`src/design/usr_defines.vh`:
```
// Constants for the synchronous master receive path of the serial port.
// Assumes register indices sit on a word-aligned bus: byte address = 4 * index.
`ifndef USR_DEFINES_VH
`define USR_DEFINES_VH

// Register indices
`define USR_IDX_INT_CTRL 8'h0b
`define USR_IDX_FLAGS 8'h0c
`define USR_IDX_RX_STATUS 8'h18
`define USR_IDX_RX_DATA 8'h1a
`define USR_IDX_ENABLES 8'h8c
`define USR_IDX_TX_STATUS 8'h98
`define USR_IDX_BAUD 8'h99

// Receive status and control fields
`define USR_B_PORT_EN 7
`define USR_B_NINE_SEL 6
`define USR_B_SINGLE_EN 5
`define USR_B_CONT_EN 4
`define USR_B_OVERRUN 1
`define USR_B_NINTH 0

// Transmit status and control fields
`define USR_B_MASTER 7
`define USR_B_TX_EN 5
`define USR_B_SYNC_MODE 4

// Flag and enable fields
`define USR_B_RX_DONE 5
`define USR_B_RX_IE 5

// Writable masks and constant read bits
`define USR_RXS_WMASK 8'hf0
`define USR_TXS_WMASK 8'hf5
`define USR_TXS_SHIFT_EMPTY 8'h02

// Reset values
`define USR_RST_BYTE 8'h00
`define USR_RST_WORD 9'h000

// Last bit index of a word
`define USR_LAST_BIT_EIGHT 4'h7
`define USR_LAST_BIT_NINE 4'h8

// Bus constants
`define USR_HTRANS_ACTIVE 1
`define USR_HRESP_OKAY 1'b0

`endif

```
`src/design/usr_sync_master_rx.v`:
```
// Synchronous master receive path of a serial port with AHB-Lite register access.
// Assumes one clock, a synchronous active-high reset and an external slave on the data line.
`timescale 1ns/10ps
`include "usr_defines.vh"

module usr_sync_master_rx (
	input wire clk_sys_in, // System clock, 100 MHz
	input wire rst_in, // Synchronous reset, active high
	input wire hsel_in, // AHB slave select
	input wire [31:0] haddr_in, // AHB address
	input wire [1:0] htrans_in, // AHB transfer type
	input wire hwrite_in, // AHB write strobe
	input wire [2:0] hsize_in, // AHB size, words only
	input wire [31:0] hwdata_in, // AHB write data
	input wire hready_in, // AHB bus ready
	output wire [31:0] hrdata_out, // AHB read data
	output wire hreadyout_out, // AHB slave ready
	output wire hresp_out, // AHB response, always OKAY
	input wire data_line_in, // Data pin level
	output wire data_line_out, // Data pin drive value
	output wire data_line_oe_out, // Data pin enable, never driven here
	output wire clock_line_out, // Shift clock level
	output wire clock_line_oe_out, // Shift clock enable
	output wire rx_irq_out, // Receive interrupt, active high
	output wire tx_hold_out // Holds the transmitter off while receiving
);

	// Register file
	// Only the receive side is modelled; transmit control is kept as plain
	// storage so that software sees the bits it wrote and the baud generator
	// can still be started from the transmit enable.
	reg [7:0] int_ctrl_reg;
	reg [7:0] enables_reg;
	reg [7:0] rx_ctrl_reg;
	reg [7:0] tx_ctrl_reg;
	reg [7:0] baud_reg;
	reg overrun_reg;
	reg [7:0] rx_ctrl_next;
	reg overrun_next;

	// Bus pipeline
	reg wr_pend_reg;
	reg [7:0] wr_idx_reg;
	reg [31:0] hrdata_reg;
	reg [7:0] rd_byte;

	// Pin synchroniser and filtered data level
	// The data pin is asynchronous to the system clock, so the level used by
	// the shifter lags the pin by three to four cycles; the shift clock half
	// period must stay longer than that for the sample to be meaningful.
	reg data_sync1_reg;
	reg data_sync2_reg;
	reg data_sync3_reg;
	reg data_level_reg;

	// Baud generator and shifter
	reg [7:0] baud_cnt_reg;
	reg clock_line_reg;
	reg [3:0] bit_cnt_reg;
	reg [8:0] shift_reg;

	// Two-entry receive FIFO
	// Each entry carries the ninth bit beside the data byte, so the status
	// register always shows the ninth bit of the word at the head.
	reg [8:0] fifo_mem_reg [0:1];
	reg fifo_wr_ptr_reg;
	reg fifo_rd_ptr_reg;
	reg [1:0] fifo_count_reg;

	wire bus_take;
	wire rd_take;
	wire [7:0] acc_idx;
	wire sync_master;
	wire single_en;
	wire cont_en;
	wire rx_active;
	wire baud_run;
	wire baud_tick;
	wire fall_edge;
	wire last_bit;
	wire word_done;
	wire push;
	wire pop;
	wire fifo_full;
	wire fifo_empty;
	wire [8:0] fifo_head;
	wire [3:0] last_idx;

	// Register index from a byte address
	function [7:0] word_index;
		input [31:0] addr;
		begin
			word_index = addr[9:2];
		end
	endfunction

	// Bit write with mask: keep unmasked bits, take masked bits from data
	function [7:0] masked_write;
		input [7:0] old_val;
		input [7:0] new_val;
		input [7:0] mask;
		begin
			masked_write = (old_val & ~mask) | (new_val & mask);
		end
	endfunction

	// Address phase acceptance
	// Zero wait states: a read is answered from a register loaded at the
	// address phase edge, a write lands at the end of its data phase.
	assign bus_take = hsel_in & htrans_in[`USR_HTRANS_ACTIVE] & hready_in;
	assign rd_take = bus_take & ~hwrite_in;
	assign acc_idx = word_index(haddr_in);

	// Mode decode
	assign sync_master = rx_ctrl_reg[`USR_B_PORT_EN] & tx_ctrl_reg[`USR_B_SYNC_MODE]
		& tx_ctrl_reg[`USR_B_MASTER];
	assign single_en = rx_ctrl_reg[`USR_B_SINGLE_EN];
	assign cont_en = rx_ctrl_reg[`USR_B_CONT_EN];
	assign rx_active = sync_master & (single_en | cont_en) & ~overrun_reg;
	assign baud_run = tx_ctrl_reg[`USR_B_TX_EN] | single_en | cont_en;
	assign baud_tick = baud_run & (baud_cnt_reg == `USR_RST_BYTE);

	// Shift sequencing
	// A high-to-low tick is the falling shift clock edge: the bit is taken
	// there, and on the last bit the word is complete in the same cycle.
	assign fall_edge = rx_active & baud_tick & clock_line_reg;
	assign last_idx = rx_ctrl_reg[`USR_B_NINE_SEL] ? `USR_LAST_BIT_NINE : `USR_LAST_BIT_EIGHT;
	assign last_bit = (bit_cnt_reg == last_idx);
	assign word_done = fall_edge & last_bit;

	// FIFO control
	assign fifo_full = fifo_count_reg[1];
	assign fifo_empty = (fifo_count_reg == 2'b00);
	assign fifo_head = fifo_mem_reg[fifo_rd_ptr_reg];
	assign push = word_done & ~fifo_full;
	assign pop = rd_take & (acc_idx == `USR_IDX_RX_DATA) & ~fifo_empty;

	// Outputs
	assign hrdata_out = hrdata_reg;
	assign hreadyout_out = 1'b1;
	assign hresp_out = `USR_HRESP_OKAY;
	assign data_line_out = 1'b0;
	assign data_line_oe_out = 1'b0;
	assign clock_line_out = clock_line_reg;
	assign clock_line_oe_out = sync_master;
	assign rx_irq_out = ~fifo_empty & enables_reg[`USR_B_RX_IE];
	assign tx_hold_out = rx_active;

	// Three-stage pin synchroniser; level follows once stages two and three agree
	always @(posedge clk_sys_in)
	begin
		if (rst_in)
		begin
			data_sync1_reg <= 1'b0;
			data_sync2_reg <= 1'b0;
			data_sync3_reg <= 1'b0;
			data_level_reg <= 1'b0;
		end
		else
		begin
			data_sync1_reg <= data_line_in;
			data_sync2_reg <= data_sync1_reg;
			data_sync3_reg <= data_sync2_reg;
			if (data_sync2_reg == data_sync3_reg)
				data_level_reg <= data_sync3_reg;
		end
	end

	// Baud counter: reloads from the divisor, held loaded with the divisor while idle
	always @(posedge clk_sys_in)
	begin
		if (rst_in)
			baud_cnt_reg <= `USR_RST_BYTE;
		else if (!baud_run || baud_tick)
			baud_cnt_reg <= baud_reg;
		else
			baud_cnt_reg <= baud_cnt_reg - 8'h01;
	end

	// Shift clock and bit assembly; clock idles low between words
	always @(posedge clk_sys_in)
	begin
		if (rst_in)
		begin
			clock_line_reg <= 1'b0;
			bit_cnt_reg <= 4'h0;
			shift_reg <= `USR_RST_WORD;
		end
		else if (!rx_active)
		begin
			clock_line_reg <= 1'b0; // Abort any partial word
			bit_cnt_reg <= 4'h0;
		end
		else if (baud_tick)
		begin
			clock_line_reg <= ~clock_line_reg;
			if (clock_line_reg)
			begin
				shift_reg[bit_cnt_reg] <= data_level_reg;
				if (last_bit)
					bit_cnt_reg <= 4'h0;
				else
					bit_cnt_reg <= bit_cnt_reg + 4'h1;
			end
		end
	end

	// Receive FIFO storage and pointers
	always @(posedge clk_sys_in)
	begin
		if (rst_in)
		begin
			fifo_mem_reg[0] <= `USR_RST_WORD;
			fifo_mem_reg[1] <= `USR_RST_WORD;
			fifo_wr_ptr_reg <= 1'b0;
			fifo_rd_ptr_reg <= 1'b0;
			fifo_count_reg <= 2'b00;
		end
		else
		begin
			if (push)
			begin
				// Last bit goes straight in with the assembled bits, ninth bit queued alongside
				fifo_mem_reg[fifo_wr_ptr_reg] <= rx_ctrl_reg[`USR_B_NINE_SEL] ?
					{data_level_reg, shift_reg[7:0]} :
					{1'b0, data_level_reg, shift_reg[6:0]};
				fifo_wr_ptr_reg <= ~fifo_wr_ptr_reg;
			end
			if (pop)
				fifo_rd_ptr_reg <= ~fifo_rd_ptr_reg;
			if (push && !pop)
				fifo_count_reg <= fifo_count_reg + 2'b01;
			else if (pop && !push)
				fifo_count_reg <= fifo_count_reg - 2'b01;
		end
	end

	// Next value of receive control: hardware self-clear, then software write
	always @*
	begin
		rx_ctrl_next = rx_ctrl_reg;
		if (word_done && !cont_en)
			rx_ctrl_next[`USR_B_SINGLE_EN] = 1'b0;
		if (wr_pend_reg && wr_idx_reg == `USR_IDX_RX_STATUS)
			rx_ctrl_next = masked_write(rx_ctrl_reg, hwdata_in[7:0], `USR_RXS_WMASK);
	end

	// Overrun: set on a lost word, cleared only by a clear continuous enable; set wins
	// While overrun stands, reception is gated off, so nothing else can reach
	// the FIFO until software drops the continuous enable to recover.
	always @*
	begin
		overrun_next = overrun_reg;
		if (!rx_ctrl_next[`USR_B_CONT_EN])
			overrun_next = 1'b0;
		if (word_done && fifo_full)
			overrun_next = 1'b1;
	end

	// Control registers and bus write pipeline
	always @(posedge clk_sys_in)
	begin
		if (rst_in)
		begin
			int_ctrl_reg <= `USR_RST_BYTE;
			enables_reg <= `USR_RST_BYTE;
			rx_ctrl_reg <= `USR_RST_BYTE;
			tx_ctrl_reg <= `USR_RST_BYTE;
			baud_reg <= `USR_RST_BYTE;
			overrun_reg <= 1'b0;
			wr_pend_reg <= 1'b0;
			wr_idx_reg <= `USR_RST_BYTE;
		end
		else
		begin
			rx_ctrl_reg <= rx_ctrl_next;
			overrun_reg <= overrun_next;
			wr_pend_reg <= bus_take & hwrite_in;
			if (bus_take)
				wr_idx_reg <= acc_idx;
			if (wr_pend_reg)
			begin
				case (wr_idx_reg)
					`USR_IDX_INT_CTRL: int_ctrl_reg <= hwdata_in[7:0];
					`USR_IDX_ENABLES: enables_reg <= hwdata_in[7:0];
					`USR_IDX_TX_STATUS:
						tx_ctrl_reg <= masked_write(tx_ctrl_reg, hwdata_in[7:0], `USR_TXS_WMASK);
					`USR_IDX_BAUD: baud_reg <= hwdata_in[7:0];
					default: ;
				endcase
			end
		end
	end

	// Read multiplexer; flag and status reflect live FIFO state
	always @*
	begin
		case (acc_idx)
			`USR_IDX_INT_CTRL: rd_byte = int_ctrl_reg;
			`USR_IDX_FLAGS: rd_byte = {2'b00, ~fifo_empty, 5'b00000};
			`USR_IDX_RX_STATUS: rd_byte = {rx_ctrl_reg[7:4], 2'b00, overrun_reg,
				fifo_head[8] & ~fifo_empty};
			`USR_IDX_RX_DATA: rd_byte = fifo_head[7:0];
			`USR_IDX_ENABLES: rd_byte = enables_reg;
			`USR_IDX_TX_STATUS: rd_byte = (tx_ctrl_reg & `USR_TXS_WMASK) | `USR_TXS_SHIFT_EMPTY;
			`USR_IDX_BAUD: rd_byte = baud_reg;
			default: rd_byte = `USR_RST_BYTE;
		endcase
	end

	// Read data captured at the address phase, presented in the data phase
	always @(posedge clk_sys_in)
	begin
		if (rst_in)
			hrdata_reg <= 32'h00000000;
		else if (rd_take)
			hrdata_reg <= {24'h000000, rd_byte};
	end

endmodule

```
`config.mk`:
```
export PLATFORM = sky130hd
export DESIGN_NAME = usr_sync_master_rx
export DESIGN_NICKNAME = d
export VERILOG_FILES = /design/src/design/usr_sync_master_rx.v
export VERILOG_INCLUDE_DIRS = /design/src /design/src/design
export SDC_FILE = /design/constraint.sdc
export NUM_CORES = 1
export LEC_CHECK = 0
export BUFFER_PORTS_ARGS = -buffer_cell sky130_fd_sc_hd__buf_2
export CAP_MARGIN = 30
export CORE_ASPECT_RATIO = 0.6
export CORE_MARGIN = 2
export CORE_UTILIZATION = 49
export DETAILED_ROUTE_END_ITERATION = 16
export PLACE_DENSITY = 0.76
export SYNTH_ARGS = -nofsm -noshare
export SYNTH_HDL_FRONTEND = slang
export SYNTH_SLANG_ARGS = --single-unit
```
`constraint.sdc`:
```
create_clock -name clk_sys_in -period 2.8 [get_ports clk_sys_in]
set_clock_uncertainty 0.15 [all_clocks]
set_input_delay 0.42 -clock clk_sys_in [delete_from_list [all_inputs] [get_ports clk_sys_in]]
set_output_delay 0.42 -clock clk_sys_in [all_outputs]
set_load 0.01 [all_outputs]
```
-- Word level (Yosys, flattened, before mapping)
Memories as Yosys holds them, arrays and structs flattened. A register that Yosys moved wholly into a read port is not among the register bits.
Index checks and enable logic that the tools add are counted.
- $add $sub $neg: 4
- $mul: 0
- divide/modulo/power cells: 0
- magnitude comparators: 2
- equal/unequal tests: 15
- shift operators: 0
- muxes and demuxes: 24
- bitwise logic cells: 30
- reductions and logical operators: 23
- operators by type and width (operator ; count):
    $pmux W8 S7 ; 1
    $eq A8 B8 Y1 const B ; 6
    $eq A8 B4 Y1 const B ; 3
    $eq A8 B5 Y1 const B ; 3
    $mux W9 ; 2
    $and A1 B1 Y1 ; 17
    $or A4 B8 Y8 ; 2
    $mux W1 ; 13
    $reduce_and A2 Y1 ; 5
    $bwmux W9 ; 1
    $reduce_or A9 Y1 ; 1
    $logic_not A8 Y1 ; 1
    $mux W4 ; 2
    $mux W8 ; 1
    $not A1 Y1 ; 8
    $sub A8 B1 Y8 const B ; 1
    $logic_and A1 B1 Y1 ; 6
    $mux W6 ; 1
    $lt A4 B5 Y1 const B ; 1
    $add A4 B1 Y4 const B ; 1
    $demux W1 S4 ; 1
    $eq A4 B4 Y1 ; 1
    $ge A4 B1 Y1 const B ; 1
    $logic_not A1 Y1 ; 4
    11 further kinds ; 15
- register bits after elaboration: 88
- latch bits: 0
- memory bits (writable): 18
- ROM bits: 0
- memories kept: 1
- memories (memory ; words ; bits a word ; read ports ; clocked after Yosys merged registers in ; write ports ; line ; source):
    fifo_mem_reg ; 2 ; 9 ; 1 ; 1 ; 2 ; usr_sync_master_rx.v:65 ; reg [8:0] fifo_mem_reg [0:1];

-- Longest topological paths before layout
- depth in word-level cells: 13
- depth in mapped cells: 12
- gate-level depth less buffers: 10

-- Least setup slack after synthesis
OpenSTA, ideal clock, no wires.
- path type: reg2reg
- start: register baud_cnt_reg[0]
- end: memory fifo_mem_reg[0][0], enable pin
- setup time: 0.387 ns
- data arrival time: 2.185 ns
- path slack: 0.077 ns
- stages on the path, launching flop included: 9
- cell sequence: dfxtp_1 -> inv_1 -> ha_1 -> nor3b_1 -> and3_1 -> buf_4 -> buf_4 -> nand3_1 -> o21ai_0
- RTL lines (item ; line ; source):
    start: declaration ; usr_sync_master_rx.v:57 ; reg [7:0] baud_cnt_reg;
    start signal: assignment ; usr_sync_master_rx.v:173 ; baud_cnt_reg <= `USR_RST_BYTE;
    start signal: assignment ; usr_sync_master_rx.v:175 ; baud_cnt_reg <= baud_reg;
    start signal: assignment ; usr_sync_master_rx.v:177 ; baud_cnt_reg <= baud_cnt_reg - 8'h01;
    end: declaration ; usr_sync_master_rx.v:65 ;

-- Final worst setup path
- start: register rx_ctrl_reg[7]
- end: register fifo_count_reg[1]
- word-level cells in the longest chain between the ends: 11
- ends and longest elaborated chain (item ; line ; source):
    start: declaration ; usr_sync_master_rx.v:34 ; reg [7:0] rx_ctrl_reg;
    start signal: assignment ; usr_sync_master_rx.v:267 ; rx_ctrl_reg <= `USR_RST_BYTE;
    start signal: assignment ; usr_sync_master_rx.v:276 ; rx_ctrl_reg <= rx_ctrl_next;
    $and A1 B1 Y1 * (2 in a row) ; usr_sync_master_rx.v:115 ; assign sync_master = rx_ctrl_reg[`USR_B_PORT_EN] & tx_ctrl_reg[`USR_B_SYNC_MODE]
    $and A1 B1 Y1 * (2 in a row) ; usr_sync_master_rx.v:119 ; assign rx_active = sync_master & (single_en | cont_en) & ~overrun_reg;
    $and A1 B1 Y1 * (2 in a row) ; usr_sync_master_rx.v:126 ; assign fall_edge = rx_active & baud_tick & clock_line_reg;
    $and A1 B1 Y1 * ; usr_sync_master_rx.v:129 ; assign word_done = fall_edge & last_bit;
    $and A1 B1 Y1 * ; usr_sync_master_rx.v:135 ; assign push = word_done & ~fifo_full;
    named net push ; usr_sync_master_rx.v:82 ; wire push;
    $logic_not A1 Y1 ; usr_sync_master_rx.v:233 ; else if (pop && !push)
    $logic_and A1 B1 Y1 ; usr_sync_master_rx.v:233 ;
    $reduce_bool A2 Y1 (no line) ; -- ;
    end signal: assignment ; usr_sync_master_rx.v:232 ; fifo_count_reg <= fifo_count_reg + 2'b01;
    end signal: assignment ; usr_sync_master_rx.v:234 ; fifo_count_reg <= fifo_count_reg - 2'b01;
    end: declaration ; usr_sync_master_rx.v:68 ; reg [1:0] fifo_count_reg;
Mark *: on every way through the listed nets, which the timed path passes. The rest lies on a longest branch.
A chain may end at the register's enable or synchronous reset.

==> run_results.csv <==
group,metric,value,unit
timing,period_needed,2.57,ns
route,route.vias.total,4103,
critical_path,rr_endpoint,"fifo_count_reg[1]$_SDFFE_PP0P_",
grt,grt_pass1_wl,19700,um
pwr,pwr-share-clk,0.435,
synth,synth_top_area_share,0.328,
grt,top_usage_layer,"met2",
cells_and_area,area_delta_synth_final,10.7,%
grt,grt_max_degree,55,
timing,setup_tns,0,ns
route,drc,0,
clock_tree,clkLatencyLatePin,0.35,ns
critical_path,cp_slowest_stage_delay,0.50,ns
timing,slew_headroom,0.516,
synth,synthAdderAreaFrac,0.0175,
place,dpl.cell_count,701,
critical_path,cp_slowest_cell,"or3_4",
timing,grt_setup_unrepaired,"no",
hold_path,whs_path_depth,2,
critical_path,path_cells,"nand3_1, or3_4, inv_1, nand3_1, nor2_1, ha_1, or3_1, a21oi_1",
cells_and_area,n_antenna_cell,0,
synth,synth_seq_cells,100,
synth,synth_cell_types,62,
critical_path,crit_buf_inv,1,
pwr,p_total,2.89,mW
synth,synth-xor-area-share,0.0140,
place,dpl_cell_area,5230,sq um
cells_and_area,drive_gt1_frac,0.141,
critical_path,cp-end-kind,"flip-flop",
synth,syn_area,5000,sq um
grt,use_met1,0.339,
pwr,comb_power_share,0.049,
floorplanning,dieArea,11100,sq um
cells_and_area,fin_util,0.560,
clock_tree,cts_setup_buffers,0,
grt,grt_antenna_before_repair,0,
route,drt_iter0_markers,419,
place,portBuffers,34,
route,via_per_inst,5.72,
grt,grt_usage,0.231,
pwr,ir_drop,0.000394,V
cells_and_area,layout.nets,659,
route,detail_route.wl_per_cell,16.9,um
critical_path,critPathRequiredTime,2.91,ns
synth,synth_top_cells_by_area,"dfxtp_1, edfxtp_1, mux2i_1, nor2_1, buf_4",
critical_path,r2r_start,"rx_ctrl_reg[7]$_SDFFE_PP0P_",
floorplanning,die_w,134,um
clock_tree,cts_htree_levels,3,
critical_path,crit_path_max_fanout,12,
floorplanning,die_height,82.2,um
synth,synth-compound-area-share,0.141,
timing,finalMaxSlewViolations,0,
job,cap_violations,0,
floorplanning,rows,28,
route,postRouteAntennaNets,0,
timing,worst_hold_slack,0.161,ns
clock_tree,clock_path_buffers,2,
run_status,outcome,"complete, no violations",
grt,grt_pass1_vias,3816,
synth,synth_area_leader_cell,"dfxtp_1",
grt,gr-total-overflow,0,
pwr,intPower,2.22,mW
place,dp_slack,0.153,ns
pwr,p_switching,0.667,mW
floorplanning,start_util,0.506,
cells_and_area,largest_register_ffs,18,
critical_path,cp_common_cell,"nand3_1",
critical_path,worst-path-stages,8,
critical_path,cp_top_family,"simple AND/OR/NAND/NOR gates",
pwr,swShare,0.231,
route,first_pass_iters,6,
critical_path,r2r_cells,8,
timing,fmax,389,MHz
hold_path,hold_class,"input pin to flip-flop",
synth,synth_top_family_by_area,"simple AND/OR/NAND/NOR gates",
timing,tightest_slew,0.724,ns
synth,ys_warn_count,0,
critical_path,crit_type,"flip-flop to flip-flop",
synth,ys_top_cells_by_count,"dfxtp_1, nor2_1, mux2i_1",
timing,period_share,0.918,
place,globalplace.congestion,0.833,
critical_path,rrSetupSlack,0.23,ns
clock_tree,cts_buffers,9,
clock_tree,cts_tree,"yes",
clock_tree,cts_sinks,100,
floorplanning,num_io_pins,115,
synth,muxShareOfSynthArea,0.0981,
pwr,total_leakage_power,2.11,nW
cells_and_area,fill_cells,903,
cells_and_area,stdcell_count,717,
timing,setup_ws,0.229,ns
place,dp_hpwl,9020,um
hold_path,worstHoldStart,"data_line_in",
synth,synth_edf_count,18,
critical_path,worstPathArrival,2.68,ns
synth,ys_async_sr_fraction,0,
pwr,p_seq_frac,0.516,
clock_tree,cts_hold_buf,0,
synth,ys.flop_type,"dfxtp_1",
hold_path,min_to,"data_sync1_reg$_SDFF_PP0_",
critical_path,start_kind,"flip-flop",
grt,gr-usage-met2,0.348,
grt,globalRouteMet3Util,0.0507,
clock_tree,cts_root_buf,"clkbuf_16",
clock_tree,clk_pin_slew,0.07,ns
clock_tree,cts_resized,0,
timing,hold_viol_final,0,
cells_and_area,fin_area,5540,sq um
route,wl,12100,um
pwr,powerDensity,521,nW/um^2
synth,seq_area_frac_synth,0.437,
synth,synth_cells,547,
timing,setup_viol,0,
floorplanning,core,9880,sq um
synth,synth.avg_cell_area,9.14,sq um
synth,yosys.area_share.simple,0.205,
synth,synth.most_common_cell,"dfxtp_1",
[layout by cell type, fill, tap and decap left out, drive strengths merged, types with 4 or more instances in the layout]
cell type | Yosys | routed
dfxtp | 82 | 82
nor2 | 67 | 67
buf | 45 | 53
mux2i | 49 | 49
nand2 | 46 | 46
conb | 2 | 28
a21oi | 25 | 25
nor3 | 24 | 24
inv | 20 | 20
edfxtp | 18 | 18
o21ai | 16 | 16
nand3 | 9 | 9
clkbuf | 15 | 9
nand4 | 9 | 9
a211oi | 8 | 8
a22oi | 8 | 8
ha | 7 | 7
nor3b | 7 | 7
and3 | 6 | 6
nor2b | 6 | 6
o2bb2ai | 6 | 6
a31o | 5 | 5
xor2 | 5 | 5
nor4 | 5 | 5
clkinv | 0 | 5
a221oi | 4 | 4
o31ai | 4 | 4
or4 | 4 | 4
or3 | 4 | 4
[metal layers]
metal  part of all wire  wire (um)
met1               0.48       5800
met2               0.44       5290
met3              0.075        908
met4              0.011        130
met5                  0          0
[worst max path at each step]
stage | from | endpoint | slack, ns
floorplan | baud_cnt_reg[0]$_SDFF_PP0_ | fifo_mem_reg[0][0]$_SDFFCE_PN0P_ | 0.08
global placement | haddr_in[3] | fifo_count_reg[1]$_SDFFE_PP0P_ | 0.23
detailed placement | haddr_in[3] | fifo_count_reg[1]$_SDFFE_PP0P_ | 0.15
CTS | tx_ctrl_reg[7]$_SDFFE_PP0P_ | fifo_count_reg[1]$_SDFFE_PP0P_ | 0.28
global route | baud_cnt_reg[0]$_SDFF_PP0_ | fifo_count_reg[1]$_SDFFE_PP0P_ | 0.12
finish | rx_ctrl_reg[7]$_SDFFE_PP0P_ | fifo_count_reg[1]$_SDFFE_PP0P_ | 0.23
[layout make-up]
cell class              count  area [sq um]  area share
multi-input cells         393          2480       0.448
flip-flops and latches    100          2180       0.394
repair buffers             53           325      0.0588
clock buffers               9           225      0.0407
well taps                 135           169      0.0305
clock inverters             7          77.6      0.0140
inverters                  20          75.1      0.0136
[power by group through the flow]
stage / clock, mW / combinational [mW] / sequential [mW]
2_1_floorplan: 0 / 0.109 / 1.52
3_5_place_dp: 0 / 0.137 / 1.52
3_3_place_gp: 0 / 0.135 / 1.52
4_1_cts: 1.26 / 0.137 / 1.49
6_report: 1.25 / 0.141 / 1.49
5_1_grt: 1.32 / 0.154 / 1.49
[cell families (layout without fill, tap and decap cells)]
| family | count (synthesis) | after routing |
|---|---|---|
| simple gates | 201 | 201 |
| compound gates | 100 | 100 |
| flops | 100 | 100 |
| buf+inv | 80 | 89 |
| mux | 49 | 49 |
| xor+xnor | 8 | 8 |
| fa+ha+maj | 7 | 7 |
| other cells | 2 | 28 |
[worst reg2reg max path, delay by kind of cell (launching register included)]
kind | cells | cell delay [ns]
fa+ha+maj | 1 | 0.28
simple gates | 5 | 1.36
compound gates | 1 | 0.19
flops | 1 | 0.39
buf+inv | 1 | 0.10
Power figures use the tool's default switching activity.
